## config.mk

```make
export PLATFORM = sky130hd
export DESIGN_NAME = hbdfc_top
export DESIGN_NICKNAME = d
export VERILOG_FILES = /design/src/common/hbdfc_pkg.sv /design/src/rtl/hbdfc_pwm.sv /design/src/rtl/hbdfc_sync.sv /design/src/rtl/hbdfc_top.sv
export SDC_FILE = /design/constraint.sdc
export NUM_CORES = 1
export LEC_CHECK = 0
export ABC_AREA = 1
export BUFFER_PORTS_ARGS = -buffer_cell sky130_fd_sc_hd__buf_2
export CORE_AREA = 4 4 191 100
export CTS_CLUSTER_SIZE = 12
export DETAILED_ROUTE_END_ITERATION = 16
export DIE_AREA = 0 0 195 104
export PLACE_DENSITY = 0.74
export SKIP_CTS_REPAIR_TIMING = 1
export SLEW_MARGIN = 20
export SYNTH_ARGS = -nofsm -noshare
export SYNTH_HDL_FRONTEND = slang
export SYNTH_HIERARCHICAL = 1
export SYNTH_SLANG_ARGS = --single-unit
```

## constraint.sdc

```tcl
create_clock -name ref_clk -period 4.05 [get_ports ref_clk]
set_clock_uncertainty 0.15 [all_clocks]
set_input_delay 0.6075 -clock ref_clk [delete_from_list [all_inputs] [get_ports ref_clk]]
set_output_delay 0.6075 -clock ref_clk [all_outputs]
set_load 0.03 [all_outputs]
```

## src/common/hbdfc_pkg.sv

```systemverilog
/*
  Shared constants and types of the H-bridge drive and fault control block.
  Assumes a single 50 MHz clock; every timing count is derived from it here.
*/
package hbdfc_pkg;

  // ----------------------------------------
  // Clock and PWM timebase
  // ----------------------------------------
  localparam int CLK_HZ = 50_000_000;
  localparam int CLK_MHZ = CLK_HZ / 1_000_000;
  localparam int PWM_FREQ_HZ = 44_500;
  localparam int PWM_PERIOD_CYC = CLK_HZ / PWM_FREQ_HZ;
  localparam int DUTY_W = 11;

  // ----------------------------------------
  // Soft start, protection and pulse timing
  // ----------------------------------------
  localparam int RAMP_FULL_MS = 12;
  localparam int RAMP_STEP_CYC = (RAMP_FULL_MS * (CLK_HZ / 1000)) / PWM_PERIOD_CYC;
  localparam int CL_DEGLITCH_NS = 3000;
  localparam int CL_DEGLITCH_CYC = (CL_DEGLITCH_NS * CLK_MHZ + 999) / 1000;
  localparam int CL_FAULT_MS = 275;
  localparam int CL_FAULT_CYC = CL_FAULT_MS * (CLK_HZ / 1000);
  localparam int CL_CNT_W = 24;
  localparam int OCP_DEGLITCH_NS = 2000;
  localparam int OCP_DEGLITCH_CYC = (OCP_DEGLITCH_NS * CLK_MHZ + 999) / 1000;
  localparam int EXIT_PULSE_NS = 1000;
  localparam int EXIT_PULSE_CYC = (EXIT_PULSE_NS * CLK_MHZ + 999) / 1000;
  localparam int TMR_W = 8;
  localparam int CL_DUTY_STEP = 16;

  // ----------------------------------------
  // Regulation data path
  // ----------------------------------------
  localparam int SENSE_W = 10;
  localparam int SET_W = 8;
  localparam int AVG_SHIFT = 4;
  localparam int SCALE_SHIFT = 2;
  localparam int AVG_W = SENSE_W + AVG_SHIFT;
  localparam int SWITCH_N = 4;

  typedef enum logic [3:0] {
    ST_SLEEP = 4'h1,
    ST_RUN = 4'h2,
    ST_BRAKE = 4'h4,
    ST_LATCHED = 4'h8
  } hbdfc_state_e;

endpackage

```

## src/rtl/hbdfc_pwm.sv

```systemverilog
/*
  PWM timebase: free-running period counter with on-phase compare.
  Assumes duty is held stable by the caller and restart is a one-cycle pulse.
*/
module hbdfc_pwm #(
  parameter int PERIOD = hbdfc_pkg::PWM_PERIOD_CYC,
  parameter int W = hbdfc_pkg::DUTY_W
) (
  input wire logic ref_clk,
  input wire logic rst_n,
  input wire logic restart,
  input wire logic [W-1:0] duty,
  output logic pwm_on,
  output logic period_end
);

  logic [W-1:0] cnt_q;
  logic [W-1:0] cnt_d;
  logic on_q;
  logic on_d;
  logic end_q;
  logic end_d;

  always_comb
  begin
    end_d = (cnt_q == W'(PERIOD - 1));
    if (restart || end_d)
      cnt_d = '0;
    else
      cnt_d = cnt_q + W'(1);
    on_d = restart ? 1'b0 : (cnt_d < duty);
  end

  always_ff @(posedge ref_clk or negedge rst_n)
  begin
    if (!rst_n)
    begin
      cnt_q <= '0;
      on_q <= 1'b0;
      end_q <= 1'b0;
    end
    else
    begin
      cnt_q <= cnt_d;
      on_q <= on_d;
      end_q <= end_d;
    end
  end

  assign pwm_on = on_q;
  assign period_end = end_q;

endmodule

```

## src/rtl/hbdfc_sync.sv

```systemverilog
/*
  Two flip-flop synchroniser for pin inputs.
  Assumes multi-bit inputs change slowly compared with the clock.
*/
module hbdfc_sync #(
  parameter int W = 1
) (
  input wire logic ref_clk,
  input wire logic rst_n,
  input wire logic [W-1:0] din,
  output logic [W-1:0] dout
);

  logic [W-1:0] meta_q;
  logic [W-1:0] sync_q;

  always_ff @(posedge ref_clk or negedge rst_n)
  begin
    if (!rst_n)
    begin
      meta_q <= '0;
      sync_q <= '0;
    end
    else
    begin
      meta_q <= din;
      sync_q <= meta_q;
    end
  end

  assign dout = sync_q;

endmodule

```

## src/rtl/hbdfc_top.sv

```systemverilog
/*
  H-bridge drive and fault control: direction decode, sleep, soft-start PWM
  voltage regulation, current limit, latched short protection, overheat and
  low-supply handling, and the active-low fault output.
  Assumes analog sensing arrives as digital levels and codes on pins.
*/

module hbdfc_top #(
  parameter int CL_FAULT_CYC = hbdfc_pkg::CL_FAULT_CYC
) (
  input wire logic ref_clk,
  input wire logic rst_n,
  input wire logic dir_input_a,
  input wire logic dir_input_b,
  input wire logic [hbdfc_pkg::SET_W-1:0] speed_setpoint,
  input wire logic [hbdfc_pkg::SENSE_W-1:0] out_diff_level,
  input wire logic current_sense_pin,
  input wire logic level_above_supply,
  input wire logic [hbdfc_pkg::SWITCH_N-1:0] short_protect,
  input wire logic overheat_shutdown,
  input wire logic low_supply_lockout,
  output logic bridge_out_a,
  output logic bridge_out_a_oe,
  output logic bridge_out_b,
  output logic bridge_out_b_oe,
  output logic fault_flag_low
);

  localparam int DW = hbdfc_pkg::DUTY_W;
  localparam int TW = hbdfc_pkg::TMR_W;
  localparam int CW = hbdfc_pkg::CL_CNT_W;
  localparam logic [DW-1:0] FULL = DW'(hbdfc_pkg::PWM_PERIOD_CYC);

  function automatic logic [DW-1:0] dmin(input logic [DW-1:0] x, input logic [DW-1:0] y);
    dmin = (x < y) ? x : y;
  endfunction

  // ----------------------------------------
  // Input synchronisers
  // ----------------------------------------
  logic [hbdfc_pkg::SET_W-1:0] set_s;
  logic [hbdfc_pkg::SENSE_W-1:0] diff_s;
  logic [hbdfc_pkg::SWITCH_N-1:0] short_s;
  logic [5:0] lvl_s;
  logic dir_a_s;
  logic dir_b_s;
  logic sense_s;
  logic sat_s;
  logic tsd_s;
  logic low_supply_lockout_s;

  hbdfc_sync #(.W(hbdfc_pkg::SET_W)) u_sync_set (
    .ref_clk(ref_clk), .rst_n(rst_n), .din(speed_setpoint), .dout(set_s));
  hbdfc_sync #(.W(hbdfc_pkg::SENSE_W)) u_sync_diff (
    .ref_clk(ref_clk), .rst_n(rst_n), .din(out_diff_level), .dout(diff_s));
  hbdfc_sync #(.W(hbdfc_pkg::SWITCH_N)) u_sync_short (
    .ref_clk(ref_clk), .rst_n(rst_n), .din(short_protect), .dout(short_s));
  hbdfc_sync #(.W(6)) u_sync_lvl (
    .ref_clk(ref_clk), .rst_n(rst_n),
    .din({dir_input_a, dir_input_b, current_sense_pin, level_above_supply,
          overheat_shutdown, low_supply_lockout}),
    .dout(lvl_s));

  assign dir_a_s = lvl_s[5];
  assign dir_b_s = lvl_s[4];
  assign sense_s = lvl_s[3];
  assign sat_s = lvl_s[2];
  assign tsd_s = lvl_s[1];
  assign low_supply_lockout_s = lvl_s[0];

  // ----------------------------------------
  // Mode, soft start and regulation
  // ----------------------------------------
  hbdfc_pkg::hbdfc_state_e state_q;
  hbdfc_pkg::hbdfc_state_e state_d;
  logic [DW-1:0] duty_q;
  logic [DW-1:0] duty_d;
  logic [DW-1:0] ramp_q;
  logic [DW-1:0] ramp_d;
  logic [DW-1:0] eff_q;
  logic [DW-1:0] eff_d;
  logic [9:0] ramp_cnt_q;
  logic [9:0] ramp_cnt_d;
  logic [hbdfc_pkg::AVG_W-1:0] avg_q;
  logic [hbdfc_pkg::AVG_W-1:0] avg_d;
  logic [TW-1:0] pulse_q;
  logic [TW-1:0] pulse_d;
  logic [hbdfc_pkg::SET_W-1:0] scaled;
  logic mode_sleep;
  logic mode_brake;
  logic start_run;
  logic ocp_trip;
  logic cl_on_q;
  logic pwm_on;
  logic period_end;

  assign mode_sleep = !dir_a_s && !dir_b_s;
  assign mode_brake = dir_a_s && dir_b_s;
  assign scaled = avg_q[hbdfc_pkg::AVG_W-1 -: hbdfc_pkg::SET_W];

  always_comb
  begin
    state_d = state_q;
    pulse_d = (pulse_q != '0) ? pulse_q - TW'(1) : pulse_q;
    case (state_q)
      hbdfc_pkg::ST_SLEEP:
      begin
        if (!mode_sleep)
        begin
          state_d = mode_brake ? hbdfc_pkg::ST_BRAKE : hbdfc_pkg::ST_RUN;
          pulse_d = TW'(hbdfc_pkg::EXIT_PULSE_CYC);
        end
      end
      hbdfc_pkg::ST_RUN:
      begin
        if (mode_sleep)
          state_d = hbdfc_pkg::ST_SLEEP;
        else if (mode_brake)
          state_d = hbdfc_pkg::ST_BRAKE;
      end
      hbdfc_pkg::ST_BRAKE:
      begin
        if (mode_sleep)
          state_d = hbdfc_pkg::ST_SLEEP;
        else if (!mode_brake)
          state_d = hbdfc_pkg::ST_RUN;
      end
      hbdfc_pkg::ST_LATCHED:
      begin
        state_d = hbdfc_pkg::ST_LATCHED;
      end
      default:
      begin
        state_d = hbdfc_pkg::ST_SLEEP;
      end
    endcase
    if (ocp_trip)
      state_d = hbdfc_pkg::ST_LATCHED;
    if (low_supply_lockout_s)
    begin
      state_d = hbdfc_pkg::ST_SLEEP;
      pulse_d = '0;
    end
    start_run = (state_d == hbdfc_pkg::ST_RUN) && (state_q != hbdfc_pkg::ST_RUN);
    avg_d = avg_q + hbdfc_pkg::AVG_W'(diff_s) - (avg_q >> hbdfc_pkg::AVG_SHIFT);
    duty_d = duty_q;
    ramp_d = ramp_q;
    ramp_cnt_d = ramp_cnt_q;
    if (start_run)
    begin
      duty_d = '0;
      ramp_d = '0;
      ramp_cnt_d = '0;
    end
    else if (state_q == hbdfc_pkg::ST_RUN)
    begin
      if (ramp_q < FULL)
      begin
        if (ramp_cnt_q == 10'(hbdfc_pkg::RAMP_STEP_CYC - 1))
        begin
          ramp_cnt_d = '0;
          ramp_d = ramp_q + DW'(1);
        end
        else
          ramp_cnt_d = ramp_cnt_q + 10'(1);
      end
      if (period_end)
      begin
        if (cl_on_q)
          duty_d = (duty_q > DW'(hbdfc_pkg::CL_DUTY_STEP)) ? duty_q - DW'(hbdfc_pkg::CL_DUTY_STEP) : '0;
        else if (sat_s)
          duty_d = FULL;
        else if ((scaled < set_s) && (duty_q < FULL))
          duty_d = duty_q + DW'(1);
        else if ((scaled > set_s) && (duty_q != '0))
          duty_d = duty_q - DW'(1);
      end
    end
    eff_d = dmin(duty_d, ramp_d);
    if (low_supply_lockout_s)
    begin
      duty_d = '0;
      ramp_d = '0;
      eff_d = '0;
    end
  end

  always_ff @(posedge ref_clk or negedge rst_n)
  begin
    if (!rst_n)
    begin
      state_q <= hbdfc_pkg::ST_SLEEP;
      duty_q <= '0;
      ramp_q <= '0;
      eff_q <= '0;
      ramp_cnt_q <= '0;
      avg_q <= '0;
      pulse_q <= '0;
    end
    else
    begin
      state_q <= state_d;
      duty_q <= duty_d;
      ramp_q <= ramp_d;
      eff_q <= eff_d;
      ramp_cnt_q <= ramp_cnt_d;
      avg_q <= avg_d;
      pulse_q <= pulse_d;
    end
  end

  hbdfc_pwm #(.PERIOD(hbdfc_pkg::PWM_PERIOD_CYC), .W(DW)) u_pwm (
    .ref_clk(ref_clk),
    .rst_n(rst_n),
    .restart(start_run),
    .duty(eff_q),
    .pwm_on(pwm_on),
    .period_end(period_end)
  );

  // ----------------------------------------
  // Current limit and short protection
  // ----------------------------------------
  logic [TW-1:0] cl_deg_q;
  logic [TW-1:0] cl_deg_d;
  logic cl_on_d;
  logic [CW-1:0] cl_cnt_q;
  logic [CW-1:0] cl_cnt_d;
  logic cl_fault_q;
  logic cl_fault_d;
  logic [TW-1:0] ocp_cnt_q;
  logic [TW-1:0] ocp_cnt_d;
  logic ocp_latch_q;
  logic ocp_latch_d;

  assign ocp_trip = (|short_s) && (ocp_cnt_q == TW'(hbdfc_pkg::OCP_DEGLITCH_CYC));

  always_comb
  begin
    cl_deg_d = '0;
    if (sense_s && (state_q == hbdfc_pkg::ST_RUN))
      cl_deg_d = (cl_deg_q == TW'(hbdfc_pkg::CL_DEGLITCH_CYC)) ? cl_deg_q : cl_deg_q + TW'(1);
    cl_on_d = (cl_deg_d == TW'(hbdfc_pkg::CL_DEGLITCH_CYC));
    cl_cnt_d = '0;
    cl_fault_d = 1'b0;
    if (cl_on_q)
    begin
      cl_cnt_d = (cl_cnt_q == CW'(CL_FAULT_CYC)) ? cl_cnt_q : cl_cnt_q + CW'(1);
      cl_fault_d = (cl_cnt_q == CW'(CL_FAULT_CYC));
    end
    ocp_cnt_d = '0;
    if (|short_s)
      ocp_cnt_d = ocp_trip ? ocp_cnt_q : ocp_cnt_q + TW'(1);
    ocp_latch_d = ocp_latch_q || ocp_trip;
    if (low_supply_lockout_s || state_q == hbdfc_pkg::ST_SLEEP)
    begin
      cl_deg_d = '0;
      cl_on_d = 1'b0;
      cl_cnt_d = '0;
      cl_fault_d = 1'b0;
    end
    if (low_supply_lockout_s)
    begin
      ocp_cnt_d = '0;
      ocp_latch_d = 1'b0;
    end
  end

  always_ff @(posedge ref_clk or negedge rst_n)
  begin
    if (!rst_n)
    begin
      cl_deg_q <= '0;
      cl_on_q <= 1'b0;
      cl_cnt_q <= '0;
      cl_fault_q <= 1'b0;
      ocp_cnt_q <= '0;
      ocp_latch_q <= 1'b0;
    end
    else
    begin
      cl_deg_q <= cl_deg_d;
      cl_on_q <= cl_on_d;
      cl_cnt_q <= cl_cnt_d;
      cl_fault_q <= cl_fault_d;
      ocp_cnt_q <= ocp_cnt_d;
      ocp_latch_q <= ocp_latch_d;
    end
  end

  // ----------------------------------------
  // Bridge pins and fault output
  // ----------------------------------------
  logic a_d;
  logic aoe_d;
  logic b_d;
  logic boe_d;
  logic fault_d;
  logic off_all;

  assign off_all = tsd_s || low_supply_lockout_s || ocp_latch_q || (state_q == hbdfc_pkg::ST_LATCHED);

  always_comb
  begin
    a_d = 1'b0;
    b_d = 1'b0;
    aoe_d = 1'b0;
    boe_d = 1'b0;
    if (!off_all && (state_q == hbdfc_pkg::ST_BRAKE))
    begin
      a_d = 1'b1;
      b_d = 1'b1;
      aoe_d = 1'b1;
      boe_d = 1'b1;
    end
    else if (!off_all && (state_q == hbdfc_pkg::ST_RUN))
    begin
      aoe_d = 1'b1;
      boe_d = 1'b1;
      a_d = !pwm_on || dir_a_s;
      b_d = !pwm_on || dir_b_s;
    end
    fault_d = !(cl_fault_q || ocp_latch_q || tsd_s || low_supply_lockout_s || (pulse_q != '0));
  end

  always_ff @(posedge ref_clk or negedge rst_n)
  begin
    if (!rst_n)
    begin
      bridge_out_a <= 1'b0;
      bridge_out_a_oe <= 1'b0;
      bridge_out_b <= 1'b0;
      bridge_out_b_oe <= 1'b0;
      fault_flag_low <= 1'b1;
    end
    else
    begin
      bridge_out_a <= a_d;
      bridge_out_a_oe <= aoe_d;
      bridge_out_b <= b_d;
      bridge_out_b_oe <= boe_d;
      fault_flag_low <= fault_d;
    end
  end

  // ----------------------------------------
  // Assertions
  // ----------------------------------------
  a_sleep_outputs_off: assert property (@(posedge ref_clk) disable iff (!rst_n)
    (state_q == hbdfc_pkg::ST_SLEEP) |=> (!bridge_out_a_oe && !bridge_out_b_oe))
    else $error("Bridge driven while asleep.");
  a_brake_both_high: assert property (@(posedge ref_clk) disable iff (!rst_n)
    (state_q == hbdfc_pkg::ST_BRAKE && !off_all) |=> (bridge_out_a && bridge_out_b && bridge_out_a_oe))
    else $error("Brake does not drive both outputs high.");
  a_offphase_recirc: assert property (@(posedge ref_clk) disable iff (!rst_n)
    (state_q == hbdfc_pkg::ST_RUN && !off_all && !pwm_on) |=> (bridge_out_a && bridge_out_b))
    else $error("Off phase does not recirculate through high sides.");
  a_ramp_restart: assert property (@(posedge ref_clk) disable iff (!rst_n)
    (state_q != hbdfc_pkg::ST_RUN ##1 state_q == hbdfc_pkg::ST_RUN) |-> (eff_q == '0 && ramp_q == '0))
    else $error("Soft start did not restart at zero duty.");
  a_exit_pulse: assert property (@(posedge ref_clk) disable iff (!rst_n)
    (state_q == hbdfc_pkg::ST_SLEEP && !mode_sleep && !low_supply_lockout_s) |=> ##1 !fault_flag_low [*3])
    else $error("No fault pulse on sleep exit.");
  a_cl_fault_sleep: assert property (@(posedge ref_clk) disable iff (!rst_n)
    (state_q == hbdfc_pkg::ST_SLEEP) |=> !cl_fault_q)
    else $error("Current-limit fault kept through sleep.");
  a_ocp_latched: assert property (@(posedge ref_clk) disable iff (!rst_n)
    (ocp_latch_q && !low_supply_lockout_s) |=> (ocp_latch_q && !fault_flag_low && !bridge_out_a_oe))
    else $error("Short protection latch released or bridge driven.");
  a_tsd_disable: assert property (@(posedge ref_clk) disable iff (!rst_n)
    tsd_s |=> (!bridge_out_a_oe && !bridge_out_b_oe && !fault_flag_low))
    else $error("Overheat did not disable bridge.");
  a_low_supply_lockout_reset: assert property (@(posedge ref_clk) disable iff (!rst_n)
    low_supply_lockout_s |=> (!fault_flag_low && state_q == hbdfc_pkg::ST_SLEEP && !ocp_latch_q))
    else $error("Low supply did not reset logic.");
  a_fault_release: assert property (@(posedge ref_clk) disable iff (!rst_n)
    (!cl_fault_q && !ocp_latch_q && !tsd_s && !low_supply_lockout_s && pulse_q == '0) |=> fault_flag_low)
    else $error("Fault output low with no cause.");

endmodule

```

---- Yosys cells after proc, flatten, opt, wreduce, memory -nomap -nowiden ----
Cells that the tools add are included.
word-level totals
  register bits after elaboration ......... 185
  latch bits .............................. 0
  bits in writable memories ............... 0
  ROM bits ................................ 0
  output and inout port bits .............. 5
  memories ................................ 0
cells by class
  $add $sub $neg .......................... 12
  $mul .................................... 0
  div/mod/pow operators ................... 0
  magnitude comparators ................... 7
  equality and inequality tests ........... 14
  shift operators ......................... 0
  multiplexer cells ....................... 54
  bitwise operators ....................... 0
  reduce and logical (&&, ||, !) cells .... 32
operators by type and width
  cell                                                                    count
  11-bit two-way mux                                                      17
  8-bit two-way mux                                                       10
  24-bit two-way mux                                                      3
  10-bit two-way mux                                                      4
  11-bit by 1-bit adder with 11-bit output (second input constant)        3
  4-bit two-way mux                                                       7
  24-bit by 1-bit adder with 24-bit output (second input constant)        1
  24-bit == test (second input constant)                                  1
  11-bit less-than comparator                                             2
  11-bit less-than comparator (second input constant)                     2
  8-bit by 1-bit adder with 8-bit output (second input constant)          2
  8-bit == test (second input constant)                                   2
  4-bit one-hot mux with 4 select lines                                   1
  14-bit by 10-bit adder with 14-bit output                               1
  14-bit by 10-bit subtractor with 14-bit output                          1
  1-bit logical OR                                                        12
  11-bit == test (second input constant)                                  1
  11-bit by 5-bit > comparator with 1-bit output (second input constant)  1
  1-bit two-way mux                                                       11
  11-bit nonzero test                                                     1
  11-bit by 1-bit subtractor with 11-bit output (second input constant)   1
  11-bit by 5-bit subtractor with 11-bit output (second input constant)   1
  10-bit by 1-bit adder with 10-bit output (second input constant)        1
  10-bit == test (second input constant)                                  1
  17 further kinds                                                        32

---- Logic depth before layout (Yosys ltp) ----
Gate-level depths: netlist of the first run.
  depth in word-level cells ............... 12
  depth in mapped cells ................... 29
  gate-level depth less buffers ........... 28

---- Cells and area by module ----
The synthesis of the first run kept the hierarchy.
modules (own cells, without submodules)
  module                     times used  cells an instance  area each (um2)  seq. area each (um2)
  hbdfc_top                  1           1,039              7,986.4          2,905.3
  hbdfc_pwm                  1           115                923.4            325.3
  hbdfc_sync (u_sync_diff)   1           20                 500.5            500.5
  hbdfc_sync (u_sync_set)    1           16                 400.4            400.4
  hbdfc_sync (u_sync_lvl)    1           12                 300.3            300.3
  hbdfc_sync (u_sync_short)  1           8                  200.2            200.2

---- Least setup slack after synthesis of the first run ----
No wires, ideal clock.
  path kind ............................... register to register
  from .................................... register duty_q[0]
  to ...................................... register eff_q[10]
  arrival time ............................ 2,996 ps
  required time ........................... 3,783 ps
  path slack .............................. 787 ps
  stages on the path, launching flop included .. 22
  path buffers ............................ 1
  period minus slack after synthesis ...... 3,263 ps
  path through ............................ dfrtp_1 -> inv_1 -> ha_1 -> inv_1 -> nor2_8 -> a21oi_2 -> nand2_4 -> o21ai_2 -> nand2_1 -> o21ai_0 -> o21ai_0 -> a21oi_1 -> ha_1 -> a21oi_1 -> o21ai_0 -> nand3_1 -> a21oi_1 -> a211oi_1 -> nand2_2 -> buf_6 -> nor2_1 -> nor2_1
on the way
  word-level cells in the longest chain between the ends .. 12
ends and longest elaborated chain
  element                                                                                RTL line          RTL
  start, declared                                                                        hbdfc_top.sv:76   logic [DW-1:0] duty_q;
  start signal, assigned                                                                 hbdfc_top.sv:203  duty_q <= duty_d;
  branches (longest 7 deep; another with 11-bit by 1-bit subtractor with 11-bit output)  --
  11-bit two-way mux (*)                                                                 hbdfc_top.sv:155  else if (state_q == hbdfc_pkg::ST_RUN)
  11-bit two-way mux (*)                                                                 hbdfc_top.sv:149  if (start_run)
  11-bit less-than comparator                                                            hbdfc_top.sv:35   dmin = (x < y) ? x : y;
  11-bit two-way mux (*)                                                                 hbdfc_top.sv:35
  11-bit two-way mux (*)                                                                 hbdfc_top.sv:180  if (low_supply_lockout_s)
  net eff_d[10]                                                                          hbdfc_top.sv:81   logic [DW-1:0] eff_d;
  end signal, assigned                                                                   hbdfc_top.sv:195  eff_q <= '0;
  end signal, assigned                                                                   hbdfc_top.sv:205  eff_q <= eff_d;
  end, declared                                                                          hbdfc_top.sv:80   logic [DW-1:0] eff_q;
Mark *: on every way through the listed nets, which the timed path passes.
A chain may end at the register's enable or synchronous reset.

---- Final worst setup path of the first run ----
  from .................................... register avg_q[9] (netlist name)
  to ...................................... register eff_q[5]
on the way
  word-level cells in the longest chain between the ends .. 12
ends and longest elaborated chain
  element                      RTL line          RTL
  start, declared              hbdfc_top.sv:84   logic [hbdfc_pkg::AVG_W-1:0] avg_q;
  start signal, assigned       hbdfc_top.sv:207  avg_q <= avg_d;
  8-bit > comparator           hbdfc_top.sv:175  else if ((scaled > set_s) && (duty_q != '0))
  1-bit logical AND            hbdfc_top.sv:175
  11-bit two-way mux           hbdfc_top.sv:175
  11-bit two-way mux (*)       hbdfc_top.sv:173  else if ((scaled < set_s) && (duty_q < FULL))
  11-bit two-way mux (*)       hbdfc_top.sv:171  else if (sat_s)
  11-bit two-way mux (*)       hbdfc_top.sv:169  if (cl_on_q)
  11-bit two-way mux (*)       hbdfc_top.sv:167  if (period_end)
  11-bit two-way mux (*)       hbdfc_top.sv:155
  11-bit two-way mux (*)       hbdfc_top.sv:149
  11-bit less-than comparator  hbdfc_top.sv:35
  11-bit two-way mux (*)       hbdfc_top.sv:35
  11-bit two-way mux (*)       hbdfc_top.sv:180
  net eff_d[5]                 hbdfc_top.sv:81
The timed path passes the listed nets; every way through them passes the cells marked *.

==> results of run 1 <==
critical path, cell delays in order (launching register included):
cell	delay (ns)
sky130_fd_sc_hd__dfrtp_1	0.43
sky130_fd_sc_hd__ha_1	0.33
sky130_fd_sc_hd__nand2_1	0.08
sky130_fd_sc_hd__inv_1	0.04
sky130_fd_sc_hd__nand2_1	0.06
sky130_fd_sc_hd__nand2_1	0.07
sky130_fd_sc_hd__nand2_1	0.13
sky130_fd_sc_hd__nand3_4	0.16
sky130_fd_sc_hd__inv_4	0.15
sky130_fd_sc_hd__nand2_1	0.08
sky130_fd_sc_hd__o211ai_1	0.09
sky130_fd_sc_hd__nand3_1	0.11
sky130_fd_sc_hd__nand2_1	0.08
sky130_fd_sc_hd__nand3_1	0.09
sky130_fd_sc_hd__a21oi_2	0.22
sky130_fd_sc_hd__ha_1	0.28
sky130_fd_sc_hd__a21oi_1	0.16
sky130_fd_sc_hd__o21ai_0	0.09
sky130_fd_sc_hd__nand3_1	0.07
sky130_fd_sc_hd__a21oi_1	0.07
sky130_fd_sc_hd__a211oi_2	0.19
sky130_fd_sc_hd__buf_4	0.16
sky130_fd_sc_hd__nand2_2	0.15
sky130_fd_sc_hd__nor2_1	0.16
sky130_fd_sc_hd__nor2_1	0.06
cell usage after synthesis, types with 3 or more instances:
master                       n  area share
sky130_fd_sc_hd__buf_6       6      0.0066
sky130_fd_sc_hd__o21bai_1    3      0.0022
sky130_fd_sc_hd__o21ai_2     3      0.0025
sky130_fd_sc_hd__buf_2       3      0.0015
sky130_fd_sc_hd__xor2_1     37       0.031
sky130_fd_sc_hd__o22ai_1     4      0.0024
sky130_fd_sc_hd__a21oi_1    72       0.035
sky130_fd_sc_hd__nand2_4     3      0.0033
sky130_fd_sc_hd__inv_1     203       0.074
sky130_fd_sc_hd__o21ai_0    40       0.019
sky130_fd_sc_hd__nor2_1    126       0.046
sky130_fd_sc_hd__nor2_2      9      0.0055
sky130_fd_sc_hd__ha_1       61       0.074
sky130_fd_sc_hd__nand3_2     6      0.0058
sky130_fd_sc_hd__nor3_4      3      0.0047
sky130_fd_sc_hd__a21oi_2     4      0.0034
sky130_fd_sc_hd__xnor2_1    11      0.0093
sky130_fd_sc_hd__nor3_1     40       0.019
sky130_fd_sc_hd__o21a_1      3      0.0022
sky130_fd_sc_hd__fa_1       10       0.019
sky130_fd_sc_hd__nand3_1    55       0.027
sky130_fd_sc_hd__nor3_2      5      0.0049
sky130_fd_sc_hd__nand2_1   211       0.077
sky130_fd_sc_hd__and2_1      7      0.0042
sky130_fd_sc_hd__dfrtp_1   183        0.44
sky130_fd_sc_hd__nand2_2     7      0.0042
sky130_fd_sc_hd__o211ai_1    7      0.0051
sky130_fd_sc_hd__inv_2      13      0.0047
sky130_fd_sc_hd__nand4_1    13      0.0079
sky130_fd_sc_hd__a31oi_1     4      0.0024
sky130_fd_sc_hd__a32oi_1     3      0.0025
sky130_fd_sc_hd__clkbuf_1    8      0.0029
sky130_fd_sc_hd__nor2_4      4      0.0044
sky130_fd_sc_hd__nor4_1      8      0.0049
sky130_fd_sc_hd__buf_4       3      0.0022
state kept, by name, indices dropped and copies added, names as in the netlist, 10 cells and up:
register,count
ramp_cnt_q,10
u_sync_diff/dout,10
ramp_q,11
u_pwm/cnt_q,11
avg_q,14
duty_q,11
cl_cnt_q,24
u_sync_diff/meta_q,10
eff_q,11
through the flow:
stage	util	area (um2)	setup WS, ns	total power [W]
floorplan	-	10300	0.787	0.00390
global placement	0.626	10800	0.365	0.00430
detailed placement	0.626	10800	0.197	0.00440
CTS	0.660	11400	0.165	0.00609
global route	0.662	11400	0.00856	0.00651
finish	0.662	11400	0.297	0.00605
power breakdown:
| group | leakage [nW] | total, W | internal, W | switching (W) |
|---|---|---|---|---|
| logic | 3.11 | 0.00221 | 0.000883 | 0.00133 |
| clock network | 0.285 | 0.00164 | 0.000873 | 0.000770 |
| registers | 2.40 | 0.00220 | 0.00206 | 0.000140 |
metal layers:
layer / wire, um / up-vias / share of wire / global-route usage
met1: 9850 / 3782 / 0.47 / 0.293
met2: 10000 / 163 / 0.47 / 0.359
met5: 0 / - / 0 / 0
li1: - / 3965 / - / -
met3: 970 / 27 / 0.046 / 0.0476
met4: 300 / 0 / 0.014 / 0.0518
final cells by class:
type,instances,area [um2],share of cell area
clock inverter,14,156,0.0137
multi-input combinational,787,4740,0.415
sequential,185,4630,0.405
timing repair buffer,56,357,0.0312
tap,234,293,0.0256
inverter,219,830,0.0726
clock buffer,17,425,0.0372
logic make-up after synthesis:
| group | after synthesis |
|---|---|
| simple gates | 510 |
| buf+inv | 240 |
| fa+ha+maj | 71 |
| xor+xnor | 48 |
| compound gates | 156 |
| flops | 185 |
final timing paths:
path                            cells past startpoint                            from                        endpoint
worst max-delay path                               24              avg_q[9]$_DFF_PN0_              eff_q[5]$_DFF_PN0_
worst min-delay path                                1                           rst_n  u_sync_set/meta_q[4]$_DFF_PN0_
worst max register to register                     24              avg_q[9]$_DFF_PN0_              eff_q[5]$_DFF_PN0_
worst min register to register                      0  u_sync_lvl/meta_q[4]$_DFF_PN0_    u_sync_lvl/dout[4]$_DFF_PN0_
max in group asynchronous                           2                           rst_n              avg_q[1]$_DFF_PN0_
min in group ref_clk                                1               current_sense_pin  u_sync_lvl/meta_q[3]$_DFF_PN0_
==> impl_metrics.xml, run 1 <==
<?xml version="1.0" encoding="UTF-8"?>
<metrics>
  <group name="layout">
    <metric name="finish.cell_count_without_fillers" unit="">1512</metric>
    <metric name="final_layout_size_suffix_gt1_frac" unit="">0.128</metric>
    <metric name="insertedDiodeCount" unit="">0</metric>
    <metric name="syn2layout_area_growth" unit="%">10.9</metric>
    <metric name="most-common-layout-cells" unit="">212 x sky130_fd_sc_hd__nand2_1, 202 x sky130_fd_sc_hd__inv_1, 183 x sky130_fd_sc_hd__dfrtp_1</metric>
    <metric name="nFillCells" unit="">1444</metric>
    <metric name="mostFrequentLayoutCell" unit="">sky130_fd_sc_hd__nand2_1</metric>
    <metric name="finalNetCount" unit="">1367</metric>
  </group>
  <group name="synth">
    <metric name="synth_xor_xnor_area_share" unit="">0.0408</metric>
    <metric name="post_synth_and_or_nand_nor_area_fraction" unit="">0.236</metric>
    <metric name="postSynthNetCount" unit="">1311</metric>
    <metric name="synth_compound_area_frac" unit="">0.0872</metric>
    <metric name="synth_mux_area_frac" unit="">0</metric>
    <metric name="ys_ff_latch" unit="">185</metric>
    <metric name="distinct_cells_synth" unit="">56</metric>
    <metric name="dominantRegCellSynth" unit="">sky130_fd_sc_hd__dfrtp_1</metric>
    <metric name="synth.cell_area" unit="um2">10300</metric>
    <metric name="post_synth_inst_count" unit="">1210</metric>
    <metric name="synth-adder-area-share" unit="">0.0934</metric>
    <metric name="synth-async-reset-ratio" unit="">1.00</metric>
    <metric name="mean_syn_cell_area" unit="um2">8.52</metric>
    <metric name="yosysWarnings" unit="">6</metric>
    <metric name="synth-edff-count" unit="">0</metric>
    <metric name="share_of_the_yosys_chip_area_belonging_to_registers" unit="">0.449</metric>
    <metric name="synth_top_family_by_area" unit="">simple AND/OR/NAND/NOR gates</metric>
  </group>
  <group name="sta">
    <metric name="final_max_slew_viol_count" unit="">0</metric>
    <metric name="layout_worst_path_cycle_share" unit="">0.927</metric>
    <metric name="finalSetupTns" unit="ns">0</metric>
    <metric name="min_period" unit="ns">3.75</metric>
    <metric name="relSlewSlack" unit="">0.517</metric>
    <metric name="setup_violations" unit="">0</metric>
    <metric name="rsz_0062_raised_after_global_routing" unit="">no</metric>
    <metric name="hold_ws" unit="ns">0.0635</metric>
    <metric name="hold_viol" unit="">0</metric>
    <metric name="maxClockFrequency" unit="MHz">266</metric>
    <metric name="tightestPinTransition" unit="ns">0.724</metric>
  </group>
  <group name="detailed_routing">
    <metric name="wire_per_inst" unit="um">14.0</metric>
    <metric name="detailedRoute.firstPassIterationCount" unit="">5</metric>
    <metric name="drc" unit="">0</metric>
    <metric name="detail_route.wirelength" unit="mm">21.1</metric>
    <metric name="post_detailed_route_count_of_antenna_violating_nets" unit="">0</metric>
    <metric name="route.vias.total" unit="">7937</metric>
    <metric name="drt_iter0_drc" unit="">501</metric>
    <metric name="vias_per_cell" unit="">5.25</metric>
  </group>
  <group name="clocking">
    <metric name="clk_pin_slew_worst_paths" unit="ns">0.08</metric>
    <metric name="numCtsBuffers" unit="">17</metric>
    <metric name="tritoncts" unit="">built</metric>
    <metric name="cts_buffer_depth" unit="">2</metric>
    <metric name="clkLatencyLatePin" unit="ns">0.43</metric>
    <metric name="clk_root_buffer_cell" unit="">sky130_fd_sc_hd__clkbuf_16</metric>
    <metric name="clock_tree.htree_level_count" unit="">4</metric>
    <metric name="cts.sink_count" unit="">185</metric>
  </group>
  <group name="global_routing">
    <metric name="vias_in_the_first_global_route" unit="">7810</metric>
    <metric name="grt_max_degree" unit="">83</metric>
    <metric name="grt_remaining_overflow" unit="">0</metric>
    <metric name="number_of_antenna_violations_at_the_first_check_in_global_routing" unit="">0</metric>
    <metric name="wire_length_of_the_first_global_routing_pass" unit="mm">36.6</metric>
    <metric name="global_route.usage.total" unit="">0.216</metric>
  </group>
  <group name="place">
    <metric name="final_hpwl_from_detailed_placement" unit="mm">15.4</metric>
    <metric name="placed_cells" unit="">1478</metric>
    <metric name="globalplace.congestion" unit="">0.924</metric>
    <metric name="buffer_ports.inserted" unit="">34</metric>
  </group>
  <group name="worst_setup_path">
    <metric name="timing.critical_path.to_type" unit="">flop</metric>
    <metric name="worst-r2r-setup-slack" unit="ns">0.30</metric>
    <metric name="worst_ep_required_time" unit="ns">4.23</metric>
    <metric name="highest_net_fanout_along_the_worst_path" unit="">11</metric>
    <metric name="timing.setup.critical_path_class" unit="">flop to flop</metric>
    <metric name="cp-start-kind" unit="">flop</metric>
    <metric name="worst_ep_arrival_time" unit="ns">3.93</metric>
  </group>
  <group name="floorplanning">
    <metric name="die_wd" unit="um">195</metric>
    <metric name="floorplan.die_area" unit="um2">20300</metric>
    <metric name="start_util" unit="">0.597</metric>
    <metric name="floorplan.die.height" unit="um">104</metric>
    <metric name="floorplan.rows" unit="">34</metric>
    <metric name="io-pin-count" unit="">35</metric>
    <metric name="coreArea" unit="um2">17300</metric>
  </group>
  <group name="job">
    <metric name="timing.max_cap.violations" unit="">0</metric>
  </group>
  <group name="run_status">
    <metric name="status" unit="">finished clean</metric>
  </group>
  <group name="power_and_ir_drop">
    <metric name="power_density" unit="nW/um2">530</metric>
    <metric name="leakagePower" unit="nW">5.79</metric>
    <metric name="ir_drop_worst_vdd" unit="V">0.000525</metric>
  </group>
  <group name="min_path">
    <metric name="min_path_type" unit="">input pin to async pin</metric>
  </group>
</metrics>
No activity file was read; power rests on OpenSTA's default activity.
==> run 2, diff against run 1 <==
Settings changed: MAX_ROUTING_LAYER set to met4.
==> run 2 against run 1 <==
Net effect:
- first-iteration DRC count grew 11%
- sequential share of layout area is essentially flat
- critical endpoint is now eff_q[3]$_DFF_PN0_
- count of clock-buffer cells in the layout is the same
- sequential cell count is the same
- utilization is essentially flat
- cell area is essentially flat
- non-clock buffer count shrank 1
==> impl_metrics.xml, run 2 (synthesized netlist as in run 1, its figures left out) <==
<?xml version="1.0" encoding="UTF-8"?>
<metrics>
  <group name="detailed_routing">
    <metric name="drt_iter0_drc" unit="">557</metric>
    <metric name="detail_route.wirelength" unit="mm">21.6</metric>
    <metric name="drc" unit="">0</metric>
    <metric name="vias_per_cell" unit="">5.35</metric>
    <metric name="post_detailed_route_count_of_antenna_violating_nets" unit="">0</metric>
    <metric name="detailedRoute.firstPassIterationCount" unit="">6</metric>
    <metric name="wire_per_inst" unit="um">14.3</metric>
    <metric name="route.vias.total" unit="">8088</metric>
  </group>
  <group name="run_status">
    <metric name="status" unit="">finished clean</metric>
  </group>
  <group name="floorplanning">
    <metric name="coreArea" unit="um2">17300</metric>
    <metric name="floorplan.rows" unit="">34</metric>
    <metric name="start_util" unit="">0.597</metric>
    <metric name="io-pin-count" unit="">35</metric>
    <metric name="die_wd" unit="um">195</metric>
    <metric name="floorplan.die.height" unit="um">104</metric>
    <metric name="floorplan.die_area" unit="um2">20300</metric>
  </group>
  <group name="global_routing">
    <metric name="globalRouteMet2Util" unit="">0.362</metric>
    <metric name="grt-busiest-layer" unit="">met2</metric>
    <metric name="vias_in_the_first_global_route" unit="">8006</metric>
    <metric name="grt_max_degree" unit="">97</metric>
    <metric name="groute.layer.met1.usage" unit="">0.290</metric>
    <metric name="grt.met3_usage" unit="">0.0511</metric>
    <metric name="global_route.usage.total" unit="">0.226</metric>
    <metric name="number_of_antenna_violations_at_the_first_check_in_global_routing" unit="">0</metric>
    <metric name="grt_remaining_overflow" unit="">0</metric>
    <metric name="wire_length_of_the_first_global_routing_pass" unit="mm">36.9</metric>
  </group>
  <group name="place">
    <metric name="final_hpwl_from_detailed_placement" unit="mm">15.7</metric>
    <metric name="buffer_ports.inserted" unit="">34</metric>
    <metric name="globalplace.congestion" unit="">0.926</metric>
    <metric name="dpl_worst_slack" unit="ns">0.204</metric>
  </group>
  <group name="clocking">
    <metric name="clk_pin_slew_worst_paths" unit="ns">0.08</metric>
    <metric name="tritoncts" unit="">built</metric>
    <metric name="cts.sink_count" unit="">185</metric>
    <metric name="clock_tree.htree_level_count" unit="">4</metric>
    <metric name="numCtsBuffers" unit="">17</metric>
    <metric name="clk_root_buffer_cell" unit="">sky130_fd_sc_hd__clkbuf_16</metric>
    <metric name="cts_buffer_depth" unit="">2</metric>
    <metric name="clkLatencyLatePin" unit="ns">0.44</metric>
  </group>
  <group name="job">
    <metric name="timing.max_cap.violations" unit="">0</metric>
  </group>
  <group name="layout">
    <metric name="regArea" unit="um2">4630</metric>
    <metric name="syn2layout_area_growth" unit="%">10.8</metric>
    <metric name="reg_top3" unit="">cl_cnt_q: 24 flops, avg_q: 14 flops</metric>
    <metric name="number_of_flip_flops_under_the_largest_register_name" unit="">24</metric>
    <metric name="mostFrequentLayoutCell" unit="">sky130_fd_sc_hd__nand2_1</metric>
    <metric name="nFillCells" unit="">1426</metric>
    <metric name="most-common-layout-cells" unit="">211 x sky130_fd_sc_hd__nand2_1, 203 x sky130_fd_sc_hd__inv_1, 183 x sky130_fd_sc_hd__dfrtp_1</metric>
    <metric name="final_layout_size_suffix_gt1_frac" unit="">0.128</metric>
    <metric name="multi_input_area" unit="um2">4740</metric>
    <metric name="insertedDiodeCount" unit="">0</metric>
    <metric name="finalNetCount" unit="">1366</metric>
    <metric name="most_flops_register" unit="">cl_cnt_q</metric>
  </group>
  <group name="sta">
    <metric name="tightestPinTransition" unit="ns">0.777</metric>
    <metric name="layout_worst_path_cycle_share" unit="">0.947</metric>
    <metric name="relSlewSlack" unit="">0.482</metric>
    <metric name="maxClockFrequency" unit="MHz">261</metric>
    <metric name="hold_viol" unit="">0</metric>
    <metric name="final_max_slew_viol_count" unit="">0</metric>
    <metric name="min_period" unit="ns">3.84</metric>
    <metric name="setup_violations" unit="">0</metric>
    <metric name="worst_slack" unit="ns">0.214</metric>
  </group>
  <group name="worst_setup_path">
    <metric name="worst_ep_arrival_time" unit="ns">4.05</metric>
    <metric name="highest_net_fanout_along_the_worst_path" unit="">11</metric>
    <metric name="worst_ep_required_time" unit="ns">4.27</metric>
    <metric name="timing.critical_path.to_type" unit="">flop</metric>
    <metric name="timing.setup.critical_path_class" unit="">flop to flop</metric>
    <metric name="r2r.worst_path.cells" unit="">23</metric>
    <metric name="cp-start-kind" unit="">flop</metric>
  </group>
  <group name="power_and_ir_drop">
    <metric name="leakagePower" unit="nW">5.78</metric>
    <metric name="seq_power_share" unit="">0.361</metric>
    <metric name="share_clk_of_total_power" unit="">0.273</metric>
    <metric name="power_density" unit="nW/um2">532</metric>
    <metric name="netSwitchingPower" unit="W">0.00227</metric>
    <metric name="total_power" unit="W">0.00608</metric>
    <metric name="ir_drop_worst_vdd" unit="V">0.000366</metric>
    <metric name="netSwitchingFraction" unit="">0.373</metric>
    <metric name="cell_internal_pwr" unit="W">0.00381</metric>
    <metric name="power.combinational.fraction" unit="">0.366</metric>
  </group>
  <group name="min_path">
    <metric name="min_path_type" unit="">input pin to async pin</metric>
  </group>
</metrics>
==> run 2: cell types whose count changed in the layout (fill, tap and decap cells not counted) <==
cell                         before  now
sky130_fd_sc_hd__nand2_1        212  211
sky130_fd_sc_hd__inv_6            3    4
sky130_fd_sc_hd__clkinvlp_4       1    3
sky130_fd_sc_hd__nor2_1         125  126
sky130_fd_sc_hd__inv_1          202  203
sky130_fd_sc_hd__inv_2           13   12
sky130_fd_sc_hd__clkinv_2         1    2
sky130_fd_sc_hd__clkinv_4         3    0
sky130_fd_sc_hd__nand2_2          8    9
sky130_fd_sc_hd__buf_4           21   20
sky130_fd_sc_hd__nor2_2          10    9
==> run 2: layer usage <==
| metal | share of wire | routed length [um] |
|---|---|---|
| met1 | 0.46 | 9940 |
| met2 | 0.48 | 10400 |
| met3 | 0.040 | 871 |
| met4 | 0.019 | 415 |
| met5 | 0 | 0 |
==> run 2: layout make-up <==
class / instances / area share
Sequential cell: 185 / 0.405
Clock inverter: 15 / 0.0139
Multi-Input combinational cell: 787 / 0.415
Tap cell: 234 / 0.0256
Inverter: 219 / 0.0726
Timing Repair Buffer: 55 / 0.0306
Clock buffer: 17 / 0.0372
==> run 2: power by group through the flow <==
| stage | logic (W) | clock network (W) | registers, W |
|---|---|---|---|
| 2_1_floorplan | 0.00170 | 0 | 0.00220 |
| 3_3_place_gp | 0.00208 | 0 | 0.00222 |
| 3_5_place_dp | 0.00215 | 0 | 0.00223 |
| 4_1_cts | 0.00221 | 0.00170 | 0.00219 |
| 5_1_grt | 0.00255 | 0.00178 | 0.00222 |
| 6_report | 0.00222 | 0.00166 | 0.00220 |
==> run 2: through the flow <==
step                      std cells  utilization  instance area (um2)  hold WS [ns]  setup TNS [ns]
after detailed placement       1477        0.626                10800         0.186               0
after CTS                      1509        0.660                11400         0.103               0
final                          1512        0.662                11400        0.0636               0
after floorplan                1210            -                10300         0.162               0
after global routing           1512        0.662                11400        0.0925         -0.0419
after global placement         1477        0.626                10800         0.183               0
==> run 2: worst paths after layout <==
check,start,endpoint,slack (ns)
max,avg_q[11]$_DFF_PN0_,eff_q[3]$_DFF_PN0_,0.21
min reg2reg,u_sync_set/meta_q[3]$_DFF_PN0_,u_sync_set/dout[3]$_DFF_PN0_,0.20
min,rst_n,u_sync_diff/dout[8]$_DFF_PN0_,0.06
max in group asynchronous,rst_n,u_sync_diff/dout[6]$_DFF_PN0_,2.79
min in group ref_clk,dir_input_a,u_sync_lvl/meta_q[5]$_DFF_PN0_,0.12
max reg2reg,avg_q[11]$_DFF_PN0_,eff_q[3]$_DFF_PN0_,0.21
==> run 2: critical path, cell delays in order (launching register included) <==
cell and delay (ns):
sky130_fd_sc_hd__dfrtp_1 0.44, sky130_fd_sc_hd__ha_1 0.31, sky130_fd_sc_hd__a21oi_1 0.13, sky130_fd_sc_hd__nor2_1 0.05, sky130_fd_sc_hd__nor2_1 0.21, sky130_fd_sc_hd__nand3_4 0.19, sky130_fd_sc_hd__inv_4 0.15, sky130_fd_sc_hd__nand2_1 0.07
sky130_fd_sc_hd__o211ai_1 0.09, sky130_fd_sc_hd__nand3_1 0.10, sky130_fd_sc_hd__nand2_1 0.07, sky130_fd_sc_hd__nand3_1 0.10, sky130_fd_sc_hd__a21oi_2 0.23, sky130_fd_sc_hd__ha_1 0.28, sky130_fd_sc_hd__a21oi_1 0.17, sky130_fd_sc_hd__o21ai_0 0.10
sky130_fd_sc_hd__nand3_1 0.08, sky130_fd_sc_hd__a21oi_1 0.08, sky130_fd_sc_hd__a211oi_2 0.21, sky130_fd_sc_hd__buf_4 0.16, sky130_fd_sc_hd__nand2_2 0.14, sky130_fd_sc_hd__nand2_1 0.10, sky130_fd_sc_hd__nand2_1 0.05, sky130_fd_sc_hd__nor2_1 0.12
